[src/design/pstr_defs.svh]
// register map, field positions, reset values and timing codes of the
// trigger router; assumes it is included by bare name from pstr files
`ifndef PSTR_DEFS_SVH
`define PSTR_DEFS_SVH

// byte offsets on the register bus
`define PSTR_OFF_MODE 12'h000
`define PSTR_OFF_TIMING 12'h004
`define PSTR_OFF_ROUTE 12'h008
`define PSTR_OFF_STATUS 12'h00C

// trigger_output_mode fields
`define PSTR_MODE_PROT_EN_BIT 0
`define PSTR_MODE_VAR_ROUTE_BIT 1
`define PSTR_MODE_RESET 32'h0000_0000

// timing select fields, one nibble per channel, low three bits used
`define PSTR_TSEL_LSB(ch) ((ch) * 4)
`define PSTR_TSEL_W 3
`define PSTR_TIMING_RESET 32'h0000_0000

// route select field
`define PSTR_ROUTE_LSB 0
`define PSTR_ROUTE_RESET 32'h0000_0000

// status fields
`define PSTR_STAT_LAST_LSB 0
`define PSTR_STAT_PROT_BIT 8

// timing codes
`define PSTR_T_OFF0 3'h0
`define PSTR_T_DOWN 3'h1
`define PSTR_T_UP 3'h2
`define PSTR_T_BOTH 3'h3
`define PSTR_T_PEAK 3'h4
`define PSTR_T_BOTTOM 3'h5
`define PSTR_T_PK_BOT 3'h6
`define PSTR_T_OFF7 3'h7

// route codes above this value select no line
`define PSTR_ROUTE_LAST 3'h5

`endif

[src/design/pstr_pkg.sv]
// types shared by the trigger router files
// assumes pstr_defs.svh sits beside it
package pstr_pkg;

  // timing select field of one channel
  typedef logic [2:0] pstr_tsel_t;

  // carrier events from the pwm counter, all on pclk
  typedef struct packed {
    logic count_up;
    logic peak;
    logic bottom;
    logic edge_aligned;
    logic triangular;
  } pstr_carrier_t;

  // apb request as seen by the slave
  typedef struct packed {
    logic sel;
    logic enable;
    logic write;
    logic [11:0] addr;
    logic [31:0] wdata;
  } pstr_apb_req_t;

endpackage : pstr_pkg

[src/design/pstr_event_qual.sv]
// one trigger channel: picks the counter event that its timing select names
// assumes match and carrier events come from logic on the same clock
`timescale 1ns/1ps
`default_nettype none
`include "pstr_defs.svh"

module pstr_event_qual
  import pstr_pkg::*;
(
  input wire logic pclk,
  input wire logic presetn,
  input wire pstr_tsel_t tsel,
  input wire logic match,
  input wire logic cmp_is_one,
  input wire pstr_carrier_t carrier,
  output logic fire
);

  ////////////////////////////////////////////////////////////////////////
  logic cond;
  logic cond_q;
  logic cond_d;
  pstr_tsel_t eff;
  logic up_m;
  logic down_m;

  // edge-aligned carriers never count down nor reach a bottom
  always_comb
  begin
    eff = tsel;
    if (carrier.edge_aligned)
    begin
      if (tsel == `PSTR_T_DOWN) eff = `PSTR_T_UP;
      if (tsel == `PSTR_T_BOTTOM) eff = `PSTR_T_PEAK;
      if (tsel == `PSTR_T_PK_BOT) eff = `PSTR_T_PEAK;
      if (tsel == `PSTR_T_BOTH) eff = `PSTR_T_UP;
    end
  end

  assign up_m = match & carrier.count_up;
  assign down_m = match & ~carrier.count_up;

  // decode of the timing code
  always_comb
  begin
    case (eff)
      `PSTR_T_DOWN: cond = down_m;
      `PSTR_T_UP: cond = up_m;
      // a compare of one on a triangle hits down then up around the
      // bottom; keeping only the up side gives one trigger per period
      `PSTR_T_BOTH: cond = (cmp_is_one && carrier.triangular) ?
                           up_m : match;
      `PSTR_T_PEAK: cond = carrier.peak;
      `PSTR_T_BOTTOM: cond = carrier.bottom;
      `PSTR_T_PK_BOT: cond = carrier.peak | carrier.bottom;
      default: cond = 1'b0;
    endcase
  end

  // only the first cycle of a held event counts
  assign cond_d = cond;
  assign fire = cond & ~cond_q;

  always_ff @(posedge pclk or negedge presetn)
  begin
    if (!presetn)
      cond_q <= 1'b0;
    else
      cond_q <= cond_d;
  end

endmodule : pstr_event_qual
`default_nettype wire

[src/design/pstr_trigger_router.sv]
// trigger router: apb registers, four timing qualifiers and the routing of
// their events onto six converter start lines
// assumes the pwm counter, compare logic, protection logic and sector
// logic all run on pclk and deliver one-cycle event pulses or levels
//
// Implementation choices: the APB slave port and the address map.
`timescale 1ns/1ps
`default_nettype none
`include "pstr_defs.svh"

// Overview of operation
// - codes: 0/7 off, 1 down, 2 up, 3 either, 4 peak, 5 bottom, 6 both.
// - peak/bottom setting fires at every carrier peak and, unless edge-aligned, every bottom.
// - edge-aligned: down-match acts as up-match, bottom as peak.
// - either match, compare one, triangle: one trigger per period.
// - fixed routing: compares 0..3 drive lines 0..3, lines 4,5 low.
// - variable routing: only compare 0 fires, to selected or sector line.
// - in protection state, triggers stop unless the enable bit is set.
// - route codes 0..5 pick lines 0..5; codes 6 and 7 give nothing.
module pstr_trigger_router
  import pstr_pkg::*;
#(
  parameter int NUM_CH = 4,
  parameter int NUM_LINES = 6
)
(
  input wire logic pclk,
  input wire logic presetn,
  input wire logic psel,
  input wire logic penable,
  input wire logic pwrite,
  input wire logic [11:0] paddr,
  input wire logic [31:0] pwdata,
  output logic [31:0] prdata,
  output logic pready,
  output logic pslverr,
  input wire pstr_carrier_t carrier,
  input wire logic [NUM_CH-1:0] cmp_match,
  input wire logic [NUM_CH-1:0] cmp_is_one,
  input wire logic emergency_protection,
  input wire logic ve_route_en,
  input wire logic [2:0] ve_sector,
  output logic adc_start_line_0,
  output logic adc_start_line_1,
  output logic adc_start_line_2,
  output logic adc_start_line_3,
  output logic adc_start_line_4,
  output logic adc_start_line_5
);

  ////////////////////////////////////////////////////////////////////////
  // registers
  logic prot_en_q;
  logic prot_en_d;
  logic var_route_q;
  logic var_route_d;
  pstr_tsel_t tsel_q [NUM_CH];
  pstr_tsel_t tsel_d [NUM_CH];
  logic [2:0] route_q;
  logic [2:0] route_d;
  logic [NUM_LINES-1:0] last_q;
  logic [NUM_LINES-1:0] last_d;
  logic [NUM_LINES-1:0] lines_q;
  logic [NUM_LINES-1:0] lines_d;
  logic [31:0] prdata_q;
  logic [31:0] prdata_d;
  logic pslverr_q;
  logic pslverr_d;

  pstr_apb_req_t req;
  logic access;
  logic wr;
  logic rd;
  logic hit;

  ////////////////////////////////////////////////////////////////////////
  // apb decode; the slave never waits, so pready stays high
  assign req = '{sel: psel, enable: penable, write: pwrite,
                 addr: paddr, wdata: pwdata};
  assign access = req.sel & ~req.enable;
  // a write lands only at the access edge, where pready is sampled high
  assign wr = req.sel & req.enable & req.write & pready;
  assign rd = access & ~req.write;
  assign pready = 1'b1;
  assign prdata = prdata_q;
  assign pslverr = pslverr_q;

  // known offsets only; anything else answers with an error
  always_comb
  begin
    case (req.addr)
      `PSTR_OFF_MODE,
      `PSTR_OFF_TIMING,
      `PSTR_OFF_ROUTE,
      `PSTR_OFF_STATUS: hit = 1'b1;
      default: hit = 1'b0;
    endcase
  end

  // register writes at the access edge; read data is caught at the setup
  // edge instead, so it stands from a flip-flop for the whole access
  always_comb
  begin
    prot_en_d = prot_en_q;
    var_route_d = var_route_q;
    route_d = route_q;
    for (int i = 0; i < NUM_CH; i++)
      tsel_d[i] = tsel_q[i];
    if (wr && req.addr == `PSTR_OFF_MODE)
    begin
      prot_en_d = req.wdata[`PSTR_MODE_PROT_EN_BIT];
      var_route_d = req.wdata[`PSTR_MODE_VAR_ROUTE_BIT];
    end
    if (wr && req.addr == `PSTR_OFF_TIMING)
    begin
      for (int i = 0; i < NUM_CH; i++)
        tsel_d[i] = req.wdata[`PSTR_TSEL_LSB(i) +: `PSTR_TSEL_W];
    end
    if (wr && req.addr == `PSTR_OFF_ROUTE)
      route_d = req.wdata[`PSTR_ROUTE_LSB +: 3];
  end

  // read data, reserved bits read as zero
  always_comb
  begin
    prdata_d = 32'h0000_0000;
    pslverr_d = 1'b0;
    if (access)
    begin
      pslverr_d = ~hit;
      if (rd)
      begin
        case (req.addr)
          `PSTR_OFF_MODE:
          begin
            prdata_d[`PSTR_MODE_PROT_EN_BIT] = prot_en_q;
            prdata_d[`PSTR_MODE_VAR_ROUTE_BIT] = var_route_q;
          end
          `PSTR_OFF_TIMING:
          begin
            for (int i = 0; i < NUM_CH; i++)
              prdata_d[`PSTR_TSEL_LSB(i) +: `PSTR_TSEL_W] = tsel_q[i];
          end
          `PSTR_OFF_ROUTE: prdata_d[`PSTR_ROUTE_LSB +: 3] = route_q;
          `PSTR_OFF_STATUS:
          begin
            prdata_d[`PSTR_STAT_LAST_LSB +: NUM_LINES] = last_q;
            prdata_d[`PSTR_STAT_PROT_BIT] = emergency_protection;
          end
          default: prdata_d = 32'h0000_0000;
        endcase
      end
    end
  end

  ////////////////////////////////////////////////////////////////////////
  // per-channel event selection
  logic [NUM_CH-1:0] fire;

  genvar g;
  generate
    for (g = 0; g < NUM_CH; g++)
    begin : g_ch
      pstr_event_qual u_qual (
        .pclk(pclk),
        .presetn(presetn),
        .tsel(tsel_q[g]),
        .match(cmp_match[g]),
        .cmp_is_one(cmp_is_one[g]),
        .carrier(carrier),
        .fire(fire[g])
      );
    end
  endgenerate

  ////////////////////////////////////////////////////////////////////////
  // routing onto the start lines
  logic [2:0] dest;
  logic allow;

  // sector information from the vector engine overrides the route field
  assign dest = ve_route_en ? ve_sector : route_q;

  // protection gate sits after routing so every line is covered alike
  assign allow = ~emergency_protection | prot_en_q;

  always_comb
  begin
    lines_d = '0;
    if (!var_route_q)
    begin
      lines_d[NUM_CH-1:0] = fire;
    end
    else if (fire[0] && dest <= `PSTR_ROUTE_LAST)
    begin
      // compares 1 to 3 are ignored in this mode
      lines_d[dest] = 1'b1;
    end
    if (!allow)
      lines_d = '0;
  end

  // keep the last non-empty pattern for software to inspect
  assign last_d = (lines_d != '0) ? lines_d : last_q;

  assign adc_start_line_0 = lines_q[0];
  assign adc_start_line_1 = lines_q[1];
  assign adc_start_line_2 = lines_q[2];
  assign adc_start_line_3 = lines_q[3];
  assign adc_start_line_4 = lines_q[4];
  assign adc_start_line_5 = lines_q[5];

  ////////////////////////////////////////////////////////////////////////
  // state registers, all cleared by reset
  always_ff @(posedge pclk or negedge presetn)
  begin
    if (!presetn)
    begin
      prot_en_q <= 1'(`PSTR_MODE_RESET >> `PSTR_MODE_PROT_EN_BIT);
      var_route_q <= 1'(`PSTR_MODE_RESET >> `PSTR_MODE_VAR_ROUTE_BIT);
      route_q <= 3'(`PSTR_ROUTE_RESET >> `PSTR_ROUTE_LSB);
      for (int i = 0; i < NUM_CH; i++)
        tsel_q[i] <= pstr_tsel_t'(`PSTR_TIMING_RESET >> `PSTR_TSEL_LSB(i));
      last_q <= '0;
      lines_q <= '0;
      prdata_q <= 32'h0000_0000;
      pslverr_q <= 1'b0;
    end
    else
    begin
      prot_en_q <= prot_en_d;
      var_route_q <= var_route_d;
      route_q <= route_d;
      for (int i = 0; i < NUM_CH; i++)
        tsel_q[i] <= tsel_d[i];
      last_q <= last_d;
      lines_q <= lines_d;
      prdata_q <= prdata_d;
      pslverr_q <= pslverr_d;
    end
  end

endmodule : pstr_trigger_router
`default_nettype wire

[config.mk]
export PLATFORM = sky130hd
export DESIGN_NAME = pstr_trigger_router
export DESIGN_NICKNAME = d
export VERILOG_FILES = /design/src/design/pstr_pkg.sv /design/src/design/pstr_event_qual.sv /design/src/design/pstr_trigger_router.sv
export VERILOG_INCLUDE_DIRS = /design/src /design/src/design
export SDC_FILE = /design/constraint.sdc
export NUM_CORES = 1
export LEC_CHECK = 0
export BUFFER_PORTS_ARGS = -buffer_cell sky130_fd_sc_hd__buf_2
export CAP_MARGIN = 25
export CORE_AREA = 2 2 85 87
export CTS_CLUSTER_DIAMETER = 80
export CTS_CLUSTER_SIZE = 12
export DETAILED_ROUTE_END_ITERATION = 6
export DIE_AREA = 0 0 87 89
export PLACE_DENSITY = 0.73
export SYNTH_ARGS = -nofsm -noshare
export SYNTH_HDL_FRONTEND = slang
export SYNTH_SLANG_ARGS = --single-unit
[constraint.sdc]
create_clock -name pclk -period 5.27 [get_ports pclk]
set_clock_uncertainty 0.15 [all_clocks]
set_input_delay 0.2635 -clock pclk [delete_from_list [all_inputs] [get_ports pclk]]
set_output_delay 0.2635 -clock pclk [all_outputs]
set_load 0.03 [all_outputs]
# Word-level counts from Yosys, hierarchy flattened
# Index checks and enable logic that the tools add are counted.
# op_classes
muxes	47
n_bitwise	27
reduce_logical	12
eq_ne	43
order_cmp	3
# ops
op	count
3-bit two-way mux	22
3-bit == test (second input constant)	20
3-bit by 2-bit == test with 1-bit output (second input constant)	12
15-bit two-way mux	2
12-bit by 4-bit == test with 1-bit output (second input constant)	2
3-bit by 1-bit == test with 1-bit output (second input constant)	8
1-bit one-hot mux with 6 select lines	4
1-bit AND	16
12-bit by 3-bit == test with 1-bit output (second input constant)	1
12-bit logical NOT	1
6-bit two-way mux	2
1-bit logical AND	9
1-bit two-way mux	9
1-bit NOT	9
2-bit one-hot mux with 4 select lines	1
6-bit nonzero test	1
3-bit by 4-bit < comparator with 1-bit output (second input constant)	1
2-bit two-way mux	2
4-bit two-way mux	1
2-bit one-hot mux with 2 select lines	1
4-bit OR reduction	1
1-bit demux with 3-bit select	1
3-bit by 1-bit greater-or-equal comparator with 1-bit output (second input constant)	1
3-bit <= comparator (second input constant)	1
other kinds (3)	4
# word_totals
regBits	66
out_inout_bits	40
input_bits	67

# Logic depth before layout (Yosys ltp)
# Gate-level depths: netlist of the first run.
# logic_depth
ltp_word	14
mapped_depth	7

# By module
# From an unflattened synthesis of the first run, not the netlist that was laid out.
# hier_totals
hier_cells	238
hier_area_um2	2662.6
# by_module_without_submodules
mod	cells_each	area_per_inst_um2	instances
pstr_trigger_router	178	2172.1	1
pstr_event_qual	15	122.6	4

# Worst setup path after synthesis of the first run
# Ideal clock, no wire load.
# synth_path
path_type	input to register
start	input port paddr[7]
end	register tsel_q[10] (netlist name)
setup_slack_ps	3390
cell_stages	5
setup_ps	125
t_arrival_ps	1605
path_cell_list	nor4_1 nand3_1 nor3_2 buf_2 mux2_2
# synth_via
elab_chain_cells	2
# synth_rtl
item	line	text
from (decl)	pstr_trigger_router.sv:32	input wire logic [11:0] paddr,
12-bit by 3-bit == test with 1-bit output	--	
1-bit logical AND (no line)	--	
to (signal, indexed assignment)	pstr_trigger_router.sv:223	tsel_q[i] <= pstr_tsel_t'(`PSTR_TIMING_RESET >> `PSTR_TSEL_LSB(i));
to (signal, indexed assignment)	pstr_trigger_router.sv:235	tsel_q[i] <= tsel_d[i];
to (decl)	pstr_trigger_router.sv:57	pstr_tsel_t tsel_q [NUM_CH];
# No other way between the ends.
# A chain may end at the register's enable or synchronous reset.

# Worst setup path after layout of the first run
# layout_path
start	register tsel_q[6] (netlist name)
end	register last_q[3]
# layout_via
elab_chain_cells	12
# layout_rtl
item	line	text
3-bit by 1-bit == test with 1-bit output (no line)	--	
3-bit two-way mux	pstr_event_qual.sv:33	if (tsel == `PSTR_T_DOWN) eff = `PSTR_T_UP;
3-bit two-way mux	pstr_event_qual.sv:34	if (tsel == `PSTR_T_BOTTOM) eff = `PSTR_T_PEAK;
3-bit two-way mux	pstr_event_qual.sv:35	if (tsel == `PSTR_T_PK_BOT) eff = `PSTR_T_PEAK;
3-bit two-way mux	pstr_event_qual.sv:36	if (tsel == `PSTR_T_BOTH) eff = `PSTR_T_UP;
3-bit two-way mux *	pstr_event_qual.sv:31	if (carrier.edge_aligned)
3-bit == test, or another cell as far along	pstr_event_qual.sv:46	case (eff)
1-bit one-hot mux with 6 select lines *	pstr_event_qual.sv:46	
1-bit AND *	pstr_event_qual.sv:62	assign fire = cond & ~cond_q;
4-bit two-way mux *	pstr_trigger_router.sv:190	if (!var_route_q)
6-bit two-way mux *	pstr_trigger_router.sv:199	if (!allow)
6-bit nonzero test *	pstr_trigger_router.sv:204	assign last_d = (lines_d != '0) ? lines_d : last_q;
to (signal assigned)	pstr_trigger_router.sv:236	last_q <= last_d;
to (decl)	pstr_trigger_router.sv:61	logic [NUM_LINES-1:0] last_q;
# Every way passes the cells marked *; elsewhere a longest branch is shown, timed or not.

==> impl_metrics.py, run 1 <==
metrics = {
    "grt": {
        "overflow": 0,
        "grt_pass1_vias": 1995,
        "grt_pass1_wl_mm": 9.23,
        "antenna_found_initial": 0,
        "track_usage_pct": 15.3,
        "grt_max_degree": 48,
    },
    "cells_and_area": {
        "diodes": 0,
        "final_area_mm2": 0.00300,
        "seqCellArea_mm2": 0.00118,
        "fillers": 646,
        "area_growth_pct": 18.4,
        "drive_gt1_share_pct": 33.7,
        "multi_input_area_mm2": 0.00120,
        "layout_commonest_cell": "buf_2",
        "nets": 378,
        "layout_common_cells": "buf_2 (66), dfrtp_1 (47), conb_1 (20), mux2_2 (17), o21ai_0 (13)",
        "final_cells": 392,
    },
    "drt": {
        "wl_met3_um": 397,
        "dr_wl_met2_mm": 2.78,
        "drt-met1-wl_mm": 2.45,
        "drt-initial-drc-count": 155,
        "via_per_inst": 5.20,
        "num_vias": 2038,
        "first_pass_iters": 4,
        "wire_per_inst_um": 14.6,
        "ant_nets": 0,
        "top_layer": "met4",
        "drc": 0,
        "drt-total-wl_mm": 5.72,
    },
    "clock_network": {
        "clock_latency_ps": 300,
        "cts_max_path_buffers": 2,
        "clkTransAtPathRegs_ps": 80,
        "cts_max_level": 2,
        "root_buffer": "clkbuf_8",
        "cts_tree": "built",
        "cts.sinks": 47,
        "cts_buffers": 5,
    },
    "worst_setup_path": {
        "crit_arrival_ps": 2220,
        "r2r_slack_ps": 3100,
        "path_class": "reg2reg",
        "reg2reg_depth": 6,
        "reg2reg_from": "tsel_q[6]",
        "cp_cell_sequence": "nand2b_1, a21oi_1, a2111oi_0, o21ai_0, and3_1, a21o_1",
        "cp.required_ps": 5320,
        "r2r_end": "last_q[3]",
        "cpPeakStageDelay_ps": 480,
        "crit_slowest_cell": "a2111oi_0",
        "critPathCaptureType": "flop",
        "crit_fanout": 7,
        "cp-start-kind": "flop",
        "critPathBufInv": 0,
        "crit_family": "compound AO/OA/AOI/OAI gates",
    },
    "synth": {
        "yosys_warnings": 0,
        "synthArstFlopShare_pct": 100,
        "syn_area_mm2": 0.00253,
        "synth_cell_types": 56,
        "synth_cells": 245,
        "seq_area_frac_synth_pct": 46.4,
        "ys_ff_latch": 47,
        "synth_edf_count": 0,
        "ys.flop_type": "dfrtp_1",
        "synth_area_per_cell_um2": 10.3,
    },
    "pwr": {
        "p_leak_nw": 1.53,
        "power_mw": 0.717,
        "max-vdd-ir-drop_mv": 0.0971,
        "power_density_mw_per_mm2": 239,
    },
    "placed_design": {
        "dpl.cell_count": 382,
        "dpl-instance-area_mm2": 0.00285,
        "hpwl_mm": 4.46,
        "port_buffers": 66,
        "place.gp.congestion": 0.882,
    },
    "floorplanning": {
        "die_area_mm2": 0.00774,
        "ios": 107,
        "rows": 30,
        "die-width_um": 87,
        "coreArea_mm2": 0.00672,
        "initial_core_util_pct": 37.7,
        "die_h_um": 89,
    },
    "flow_run": {
        "drv_cap": 0,
    },
    "min_path": {
        "hold_path_class": "in2reg",
        "min_to": "tsel_q[2]",
        "hp-start": "pwdata[14]",
        "hold_depth": 3,
    },
    "sta": {
        "setup_viol": 0,
        "final-hold-violation-count": 0,
        "tightest_slew_ps": 1020,
        "finalCriticalPeriod_ps": 2170,
        "rsz0062_at_grt": "false",
        "max_freq_mhz": 461,
        "period_share_pct": 41.1,
        "slew_violations": 0,
        "slew_headroom_pct": 31.6,
        "tns_ps": 0,
    },
    "status": {
        "status": "completed",
    },
}
==> how the worst max path moves through the flow <==
stage	start	end	slack, ps	cells after the start
2_1_floorplan	paddr[7]	tsel_q[10]	3390	5
3_3_place_gp	paddr[1]	tsel_q[5]	2890	5
3_5_place_dp	paddr[1]	tsel_q[1]	2850	5
4_1_cts	tsel_q[6]	last_q[3]	3070	6
5_1_grt	tsel_q[0]	last_q[4]	2910	6
6_report	tsel_q[6]	last_q[3]	3100	6
==> worst reg2reg max path: stages (launching register included) <==
cell       delay (ps)
dfrtp_1           460
nand2b_1          100
a21oi_1            60
a2111oi_0         480
o21ai_0           370
and3_1            280
a21o_1            170
==> through the flow <==
stage                     util, %  hold WS (ps)  setup WS, ps
after floorplan                 -          -182          3390
after global placement       42.5           328          2890
after detailed placement     42.5           339          2850
after CTS                    44.2          6.12          3070
after global routing         44.7          23.4          2910
final                        44.7          19.0          3100
==> area by class of cell <==
class | instances | share of cell area (%)
multi-input cells | 176 | 39.9
repair buffers | 68 | 12.0
flip-flops and latches | 47 | 39.2
clock inverters | 2 | 1.17
clock buffers | 6 | 2.75
well taps | 80 | 3.34
inverters | 13 | 1.63
==> cells by family after synthesis <==
family                 Yosys count  synth area share [%]
AND/OR/NAND/NOR                 82                  19.7
AO/OA/AOI/OAI                   48                  12.6
flip-flops                      47                  46.4
buffers and inverters           40                  8.99
multiplexers                    23                  10.9
XOR/XNOR                         3                  1.04
other                            2                 0.296
==> per-layer routing <==
| metal | up-vias | track usage (%) |
|---|---|---|
| met5 | - | 0 |
| met4 | 0 | 5.68 |
| met3 | 6 | 3.51 |
| met2 | 80 | 26.9 |
| met1 | 985 | 18.4 |
| li1 | 967 | - |
==> sequential cells by signal, summed over array words and instances, names as in the netlist <==
signal / count
g_ch.u_qual.cond_q: 4
last_q: 6
lines_q: 6
prdata: 13
prot_en_q: 1
pslverr: 1
route_q: 3
tsel_q: 12
var_route_q: 1
==> cells in the mapped netlist (all sizes together) (4+ instances only) <==
cell type / n / area share [%]
a21oi: 11 / 2.2
and2: 6 / 1.5
buf: 22 / 6.3
clkbuf: 5 / 0.74
dfrtp: 47 / 46
inv: 13 / 1.9
mux2: 17 / 7.6
mux2i: 4 / 1.6
nand2: 9 / 1.3
nand2b: 7 / 1.8
nand3: 12 / 2.4
nor2: 11 / 1.6
nor2b: 6 / 1.5
nor3: 8 / 1.8
o21ai: 13 / 2.6
==> timing repair <==
action	in CTS	in global routing
endpoints found under the hold margin	0	12
hold buffers	0	1
buffers inserted	0	0
resized for setup	0	0
==> report_power, final <==
group | switching (mW) | internal [mW]
Sequential | 0.000949 | 0.362
Combinational | 0.0519 | 0.0270
Clock | 0.121 | 0.154
No activity file was read; power rests on OpenSTA's default activity.
==> inputs of run 2 (changes only) <==
- ABC_AREA: unset -> 1
- CORE_AREA: 2 2 85 87 -> 2 2 84 86
- DIE_AREA: 0 0 87 89 -> 0 0 86 88
- PLACE_DENSITY: 0.73 -> 0.76
- clock period: 5.27 -> 1.8 ns (I/O delays scaled with it)
==> run 2 against run 1 <==
Hold slack worse by 8.3 ps. Worst setup slack worse by 3100 ps. Synthesized cell count up 22%. Critical path type unchanged. Largest cell class is now flip-flops and latches.
==> impl_metrics.py, run 2 <==
metrics = {
    "status": {
        "status": "completed",
    },
    "clock_network": {
        "clkTransAtPathRegs_ps": 80,
        "root_buffer": "clkbuf_8",
        "cts_max_level": 2,
        "cts.sinks": 47,
        "cts_buffers": 5,
        "cts_max_path_buffers": 2,
        "clock_latency_ps": 300,
        "cts_tree": "built",
    },
    "floorplanning": {
        "die_area_mm2": 0.00757,
        "coreArea_mm2": 0.00664,
        "ios": 107,
        "die_h_um": 88,
        "die-width_um": 86,
        "initial_core_util_pct": 37.5,
        "rows": 30,
    },
    "grt": {
        "overflow": 0,
        "grt_pass1_wl_mm": 9.58,
        "grt_max_degree": 27,
        "track_usage_pct": 16.3,
        "antenna_found_initial": 0,
        "grt_pass1_vias": 2146,
    },
    "cells_and_area": {
        "nets": 473,
        "layout_common_cells": "nand2_1 (71), buf_2 (66), dfrtp_1 (46), inv_1 (38)",
        "layout_commonest_cell": "nand2_1",
        "seqCellArea_mm2": 0.00118,
        "largest_reg_flops": 13,
        "drive_gt1_share_pct": 32.2,
        "area_growth_pct": 32.8,
        "final_area_mm2": 0.00331,
        "final_cells": 487,
        "multi_input_area_mm2": 0.00109,
        "fillers": 656,
        "diodes": 0,
    },
    "placed_design": {
        "dpl.cell_count": 458,
        "port_buffers": 66,
        "place.gp.congestion": 0.904,
        "dpl-instance-area_mm2": 0.00296,
        "hpwl_mm": 4.58,
    },
    "flow_run": {
        "drv_cap": 0,
    },
    "sta": {
        "final-hold-violation-count": 0,
        "finalCriticalPeriod_ps": 1780,
        "tns_ps": 0,
        "slew_headroom_pct": 64.5,
        "setup_viol": 0,
        "period_share_pct": 99.2,
        "tightest_slew_ps": 532,
        "slew_violations": 0,
        "rsz0062_at_grt": "true",
        "max_freq_mhz": 560,
    },
    "synth": {
        "ys.flop_type": "dfrtp_1",
        "synth_area_leader_cell": "dfrtp_1",
        "ys_ff_latch": 47,
        "synth_cells": 299,
        "synth-simple-area-share_pct": 27.7,
        "synth_area_leaders": "dfrtp_1 (47%), nand2_1 (11%), buf_4 (6.0%)",
        "synth.most_common_cell": "nand2_1",
        "synthArstFlopShare_pct": 100,
        "synth_fa_ha_area_share_pct": 0,
        "syn_area_mm2": 0.00249,
        "synthMuxAreaShare_pct": 4.67,
        "synth_top_family_by_area": "simple AND/OR/NAND/NOR gates",
        "synth_compound_area_share_pct": 7.04,
        "seq_area_frac_synth_pct": 47.2,
        "synth_top_area_share_pct": 47.2,
        "yosys_warnings": 0,
        "synth_area_per_cell_um2": 8.33,
        "synthTopCellsByCount": "nand2_1 (74), dfrtp_1 (47), inv_1 (40), nand3_1 (22), buf_4 (20)",
        "synth_cell_types": 32,
        "synth-xor-area-share_pct": 0,
        "synth_edf_count": 0,
    },
    "worst_setup_path": {
        "cp_cell_sequence": "buf_6, nand2_1, nand2_1, nand2_1, nor2_2, a21oi_2, nor2_4, nand3_2, a21boi_2, nor2_4, nand3_1, nand2_1",
        "crit_arrival_ps": 1820,
        "r2r_slack_ps": 20,
        "cp-start-kind": "flop",
        "critPathCaptureType": "flop",
        "critPathBufInv": 1,
        "cpPeakStageDelay_ps": 390,
        "cp_common_cell": "nand2_1",
        "crit_fanout": 7,
        "cp.required_ps": 1840,
        "path_class": "reg2reg",
        "crit_family": "simple AND/OR/NAND/NOR gates",
        "crit_slowest_cell": "dfrtp_2",
    },
    "drt": {
        "ant_nets": 0,
        "drt-total-wl_mm": 5.81,
        "via_per_inst": 4.62,
        "wire_per_inst_um": 11.9,
        "drc": 0,
        "num_vias": 2250,
        "first_pass_iters": 4,
        "drt-initial-drc-count": 110,
    },
    "pwr": {
        "max-vdd-ir-drop_mv": 0.254,
        "p_leak_nw": 1.87,
        "power_density_mw_per_mm2": 605,
        "power_mw": 2.00,
    },
    "min_path": {
        "hold_path_class": "in2reg",
    },
}
==> run 2: per-stage QoR <==
step / worst slack, ps / util (%) / hold WS (ps)
6_report: 15.2 / 49.8 / 10.7
5_1_grt: -118 / 49.8 / 30.2
4_1_cts: 16.7 / 48.9 / 11.0
3_5_place_dp: -10.6 / 44.5 / -43.6
3_3_place_gp: 14.3 / 44.5 / -48.6
2_1_floorplan: 152 / - / -356
==> run 2: kinds of logic (layout without fill, tap and decap cells) <==
kind of cell,after synthesis,count (layout)
and+or+nand+nor,146,146
buffers and inverters,64,154
DFF,47,47
AOI/OAI and AO/OA,31,31
muxes,9,9
other,2,20
==> run 2: path summary, 6_finish.rpt <==
kind | cells past startpoint | to | from
min | 5 | g_ch[3].u_qual.cond_q | cmp_match[3]
max in group asynchronous | 3 | tsel_q[10] | presetn
max | 12 | last_q[4] | tsel_q[10]
max reg2reg | 12 | last_q[4] | tsel_q[10]
min reg2reg | 2 | prot_en_q | prot_en_q
min in group asynchronous | 2 | tsel_q[1] | presetn
==> run 2: routing by layer <==
layer  track usage [%]  share of wire [%]
met5                 0                  0
met1              21.0                 45
met3              3.11                7.2
met2              26.8                 45
met4              6.78                2.3
==> run 2: cell type report <==
cell class | instances | area share, %
clock buffer | 8 | 3.03
inverter | 43 | 4.99
multi-input combinational | 206 | 33.1
sequential | 47 | 35.6
tap | 80 | 3.03
timing repair buffer | 103 | 20.2
==> run 2: timing repair <==
action                     in CTS  in global routing
setup endpoints to repair       6                 11
pin swaps                       1                  5
gates resized for setup         1                 16
hold buffers                   18                  0
hold endpoints to repair       42                  0
setup buffers                   1                  2
==> run 2: worst register-to-register path: stages (launching register included) <==
cell and delay [ps]:
dfrtp_2 390, buf_6 110, nand2_1 50, nand2_1 60, nand2_1 50, nor2_2 90
a21oi_2 80, nor2_4 170, nand3_2 100, a21boi_2 220, nor2_4 70, nand3_1 80
nand2_1 50
==> run 2: report_power, final <==
part           total [mW]  switching, mW  internal [mW]
Combinational       0.253          0.161         0.0916
Sequential           1.06        0.00329           1.06
Clock               0.683          0.333          0.351
Total                2.00          0.497           1.50
==> inputs of run 3 (changes only) <==
- PLACE_DENSITY: 0.76 -> unset
- PLACE_DENSITY_LB_ADDON: unset -> 0.08
==> run 3 against run 2 <==
First-iteration DRC count is 37% lower. Fmax is 3.8% lower. Critical path depth is 1 lower. Non-clock buffer count is 6 higher. The flow now finishes with violations (setup timing). Worst setup slack worse by 71 ps. Highest routed layer unchanged. Wire length is 3.7% higher.
==> impl_metrics.py, run 3 (same netlist as run 2, synthesis figures left out) <==
metrics = {
    "status": {
        "status": "complete, but fails checks",
        "violations": "setup timing",
    },
    "floorplanning": {
        "initial_core_util_pct": 37.5,
        "die_area_mm2": 0.00757,
        "coreArea_mm2": 0.00664,
        "rows": 30,
        "ios": 107,
        "die_h_um": 88,
        "die-width_um": 86,
    },
    "pwr": {
        "p_leak_nw": 1.91,
        "max-vdd-ir-drop_mv": 0.268,
        "power_density_mw_per_mm2": 626,
    },
    "placed_design": {
        "dpl.cell_count": 462,
        "port_buffers": 66,
        "dp_slack_ps": -0.267,
        "hpwl_mm": 4.64,
        "dpl-instance-area_mm2": 0.00299,
        "place.gp.congestion": 0.845,
    },
    "sta": {
        "slew_violations": 0,
        "hold_ws_ps": 17.4,
        "period_share_pct": 103,
        "setup_ws_ps": -56.1,
        "final-hold-violation-count": 0,
        "rsz0062_at_grt": "true",
        "setup_viol": 6,
        "max_freq_mhz": 539,
        "finalCriticalPeriod_ps": 1860,
        "slew_headroom_pct": 62.5,
        "tightest_slew_ps": 562,
    },
    "worst_setup_path": {
        "cp-start-kind": "flop",
        "cp_cell_sequence": "buf_6, nor2_4, nor2_2, a21oi_2, nor2_4, buf_6, nand4_1, nand3_2, nor2_4, nand3_2, nand2_1",
        "cpPeakStageDelay_ps": 440,
        "crit_slowest_cell": "dfrtp_2",
        "crit_start": "tsel_q[10]",
        "critPathBufInv": 2,
        "cp.required_ps": 1890,
        "crit_family": "simple AND/OR/NAND/NOR gates",
        "path_class": "reg2reg",
        "reg2reg_from": "tsel_q[10]",
        "cp_common_cell": "nor2_4",
        "crit_fanout": 6,
        "crit_arrival_ps": 1950,
        "critPathCaptureType": "flop",
    },
    "cells_and_area": {
        "diodes": 0,
        "largest_reg_flops": 13,
        "utilization_pct": 51.1,
        "drive_gt1_share_pct": 33.7,
        "layout_common_cells": "nand2_1 (73), buf_2 (66), dfrtp_1 (46), inv_1 (38), buf_4 (22)",
        "final_cells": 493,
        "final_area_mm2": 0.00340,
        "area_growth_pct": 36.5,
        "layout_commonest_cell": "nand2_1",
        "nets": 479,
    },
    "drt": {
        "drt-initial-drc-count": 69,
        "ant_nets": 0,
        "wire_per_inst_um": 12.2,
        "first_pass_iters": 4,
        "num_vias": 2215,
        "drt-total-wl_mm": 6.02,
        "drc": 0,
        "via_per_inst": 4.49,
    },
    "grt": {
        "grt_max_degree": 25,
        "grt.busiest_layer": "met2",
        "antenna_found_initial": 0,
        "use_met2_pct": 26.1,
        "grt_pass1_wl_mm": 9.56,
        "track_usage_pct": 16.5,
        "grt_pass1_vias": 2003,
        "overflow": 0,
        "grt_util_met1_pct": 23.1,
        "use_met3_pct": 3.11,
    },
    "clock_network": {
        "root_buffer": "clkbuf_8",
        "clock_latency_ps": 300,
        "cts_max_level": 2,
        "cts_max_path_buffers": 2,
        "clkTransAtPathRegs_ps": 90,
        "cts_tree": "built",
        "cts_buffers": 5,
        "cts.sinks": 47,
    },
    "min_path": {
        "hp-start": "cmp_match[3]",
        "hold_path_class": "in2reg",
    },
    "flow_run": {
        "drv_cap": 0,
    },
}
## run 3: cell count changes in the layout (fill, tap and decap cells not counted), moves of 2 or more
cell | before | now
nand2_1 | 71 | 73
buf_4 | 17 | 22
nand3_2 | 3 | 9
nand3_1 | 20 | 14
o21ai_2 | 2 | 0
nand2_2 | 6 | 4
## run 3: through the flow
stage,TNS (ps),power (mW)
after global placement,0,1.30
after CTS,0,2.14
final,-231,2.13
after floorplan,0,1.23
after global routing,-1380,2.23
after detailed placement,-0.267,1.31
## run 3: what timing repair did
| item | CTS | global route |
|---|---|---|
| setup buffers | 0 | 5 |
| pin swaps | 1 | 12 |
| cloned | 0 | 0 |
| hold buffers | 18 | 0 |
| resized for setup | 2 | 18 |
| hold endpoints to repair | 44 | 0 |
| setup endpoints to repair | 6 | 9 |
## run 3: worst paths after layout
kind                            cells past startpoint  slack [ps]               endpoint
worst max-delay path                               11         -60              last_q[2]
worst min-delay path                                5          20  g_ch[3].u_qual.cond_q
worst max register to register                     11         -60              last_q[2]
worst min register to register                      2         370              prot_en_q
max in group asynchronous                           3         810             tsel_q[10]
min in group asynchronous                           2         160              tsel_q[2]
## run 3: layout make-up
type	count	area [um2]
flip-flops and latches	47	1180
fillers	651	3250
multi-input cells	206	1120
clock inverters	2	35.0
repair buffers	109	718
inverters	43	165
well taps	80	100
clock buffers	6	82.6
## run 3: power by group
part / internal [mW] / switching [mW] / total (mW) / leakage (nW)
registers: 1.06 / 0.00418 / 1.07 / 0.647
logic: 0.0939 / 0.159 / 0.253 / 1.21
clock network: 0.450 / 0.360 / 0.810 / 0.0612
## run 3: worst reg2reg max path, cell delays in order (launching register included)
cell and delay (ps):
dfrtp_2 440, buf_6 130, nor2_4 70, nor2_2 40
a21oi_2 180, nor2_4 60, buf_6 120, nand4_1 100
nand3_2 110, nor2_4 230, nand3_2 90, nand2_1 70
## run 3: routing by layer
| layer | part of all wire, % | up-vias |
|---|---|---|
| met5 | 0 | - |
| met4 | 1.3 | 0 |
| met3 | 5.6 | 6 |
| met2 | 45 | 72 |
| met1 | 49 | 992 |
| li1 | - | 1145 |
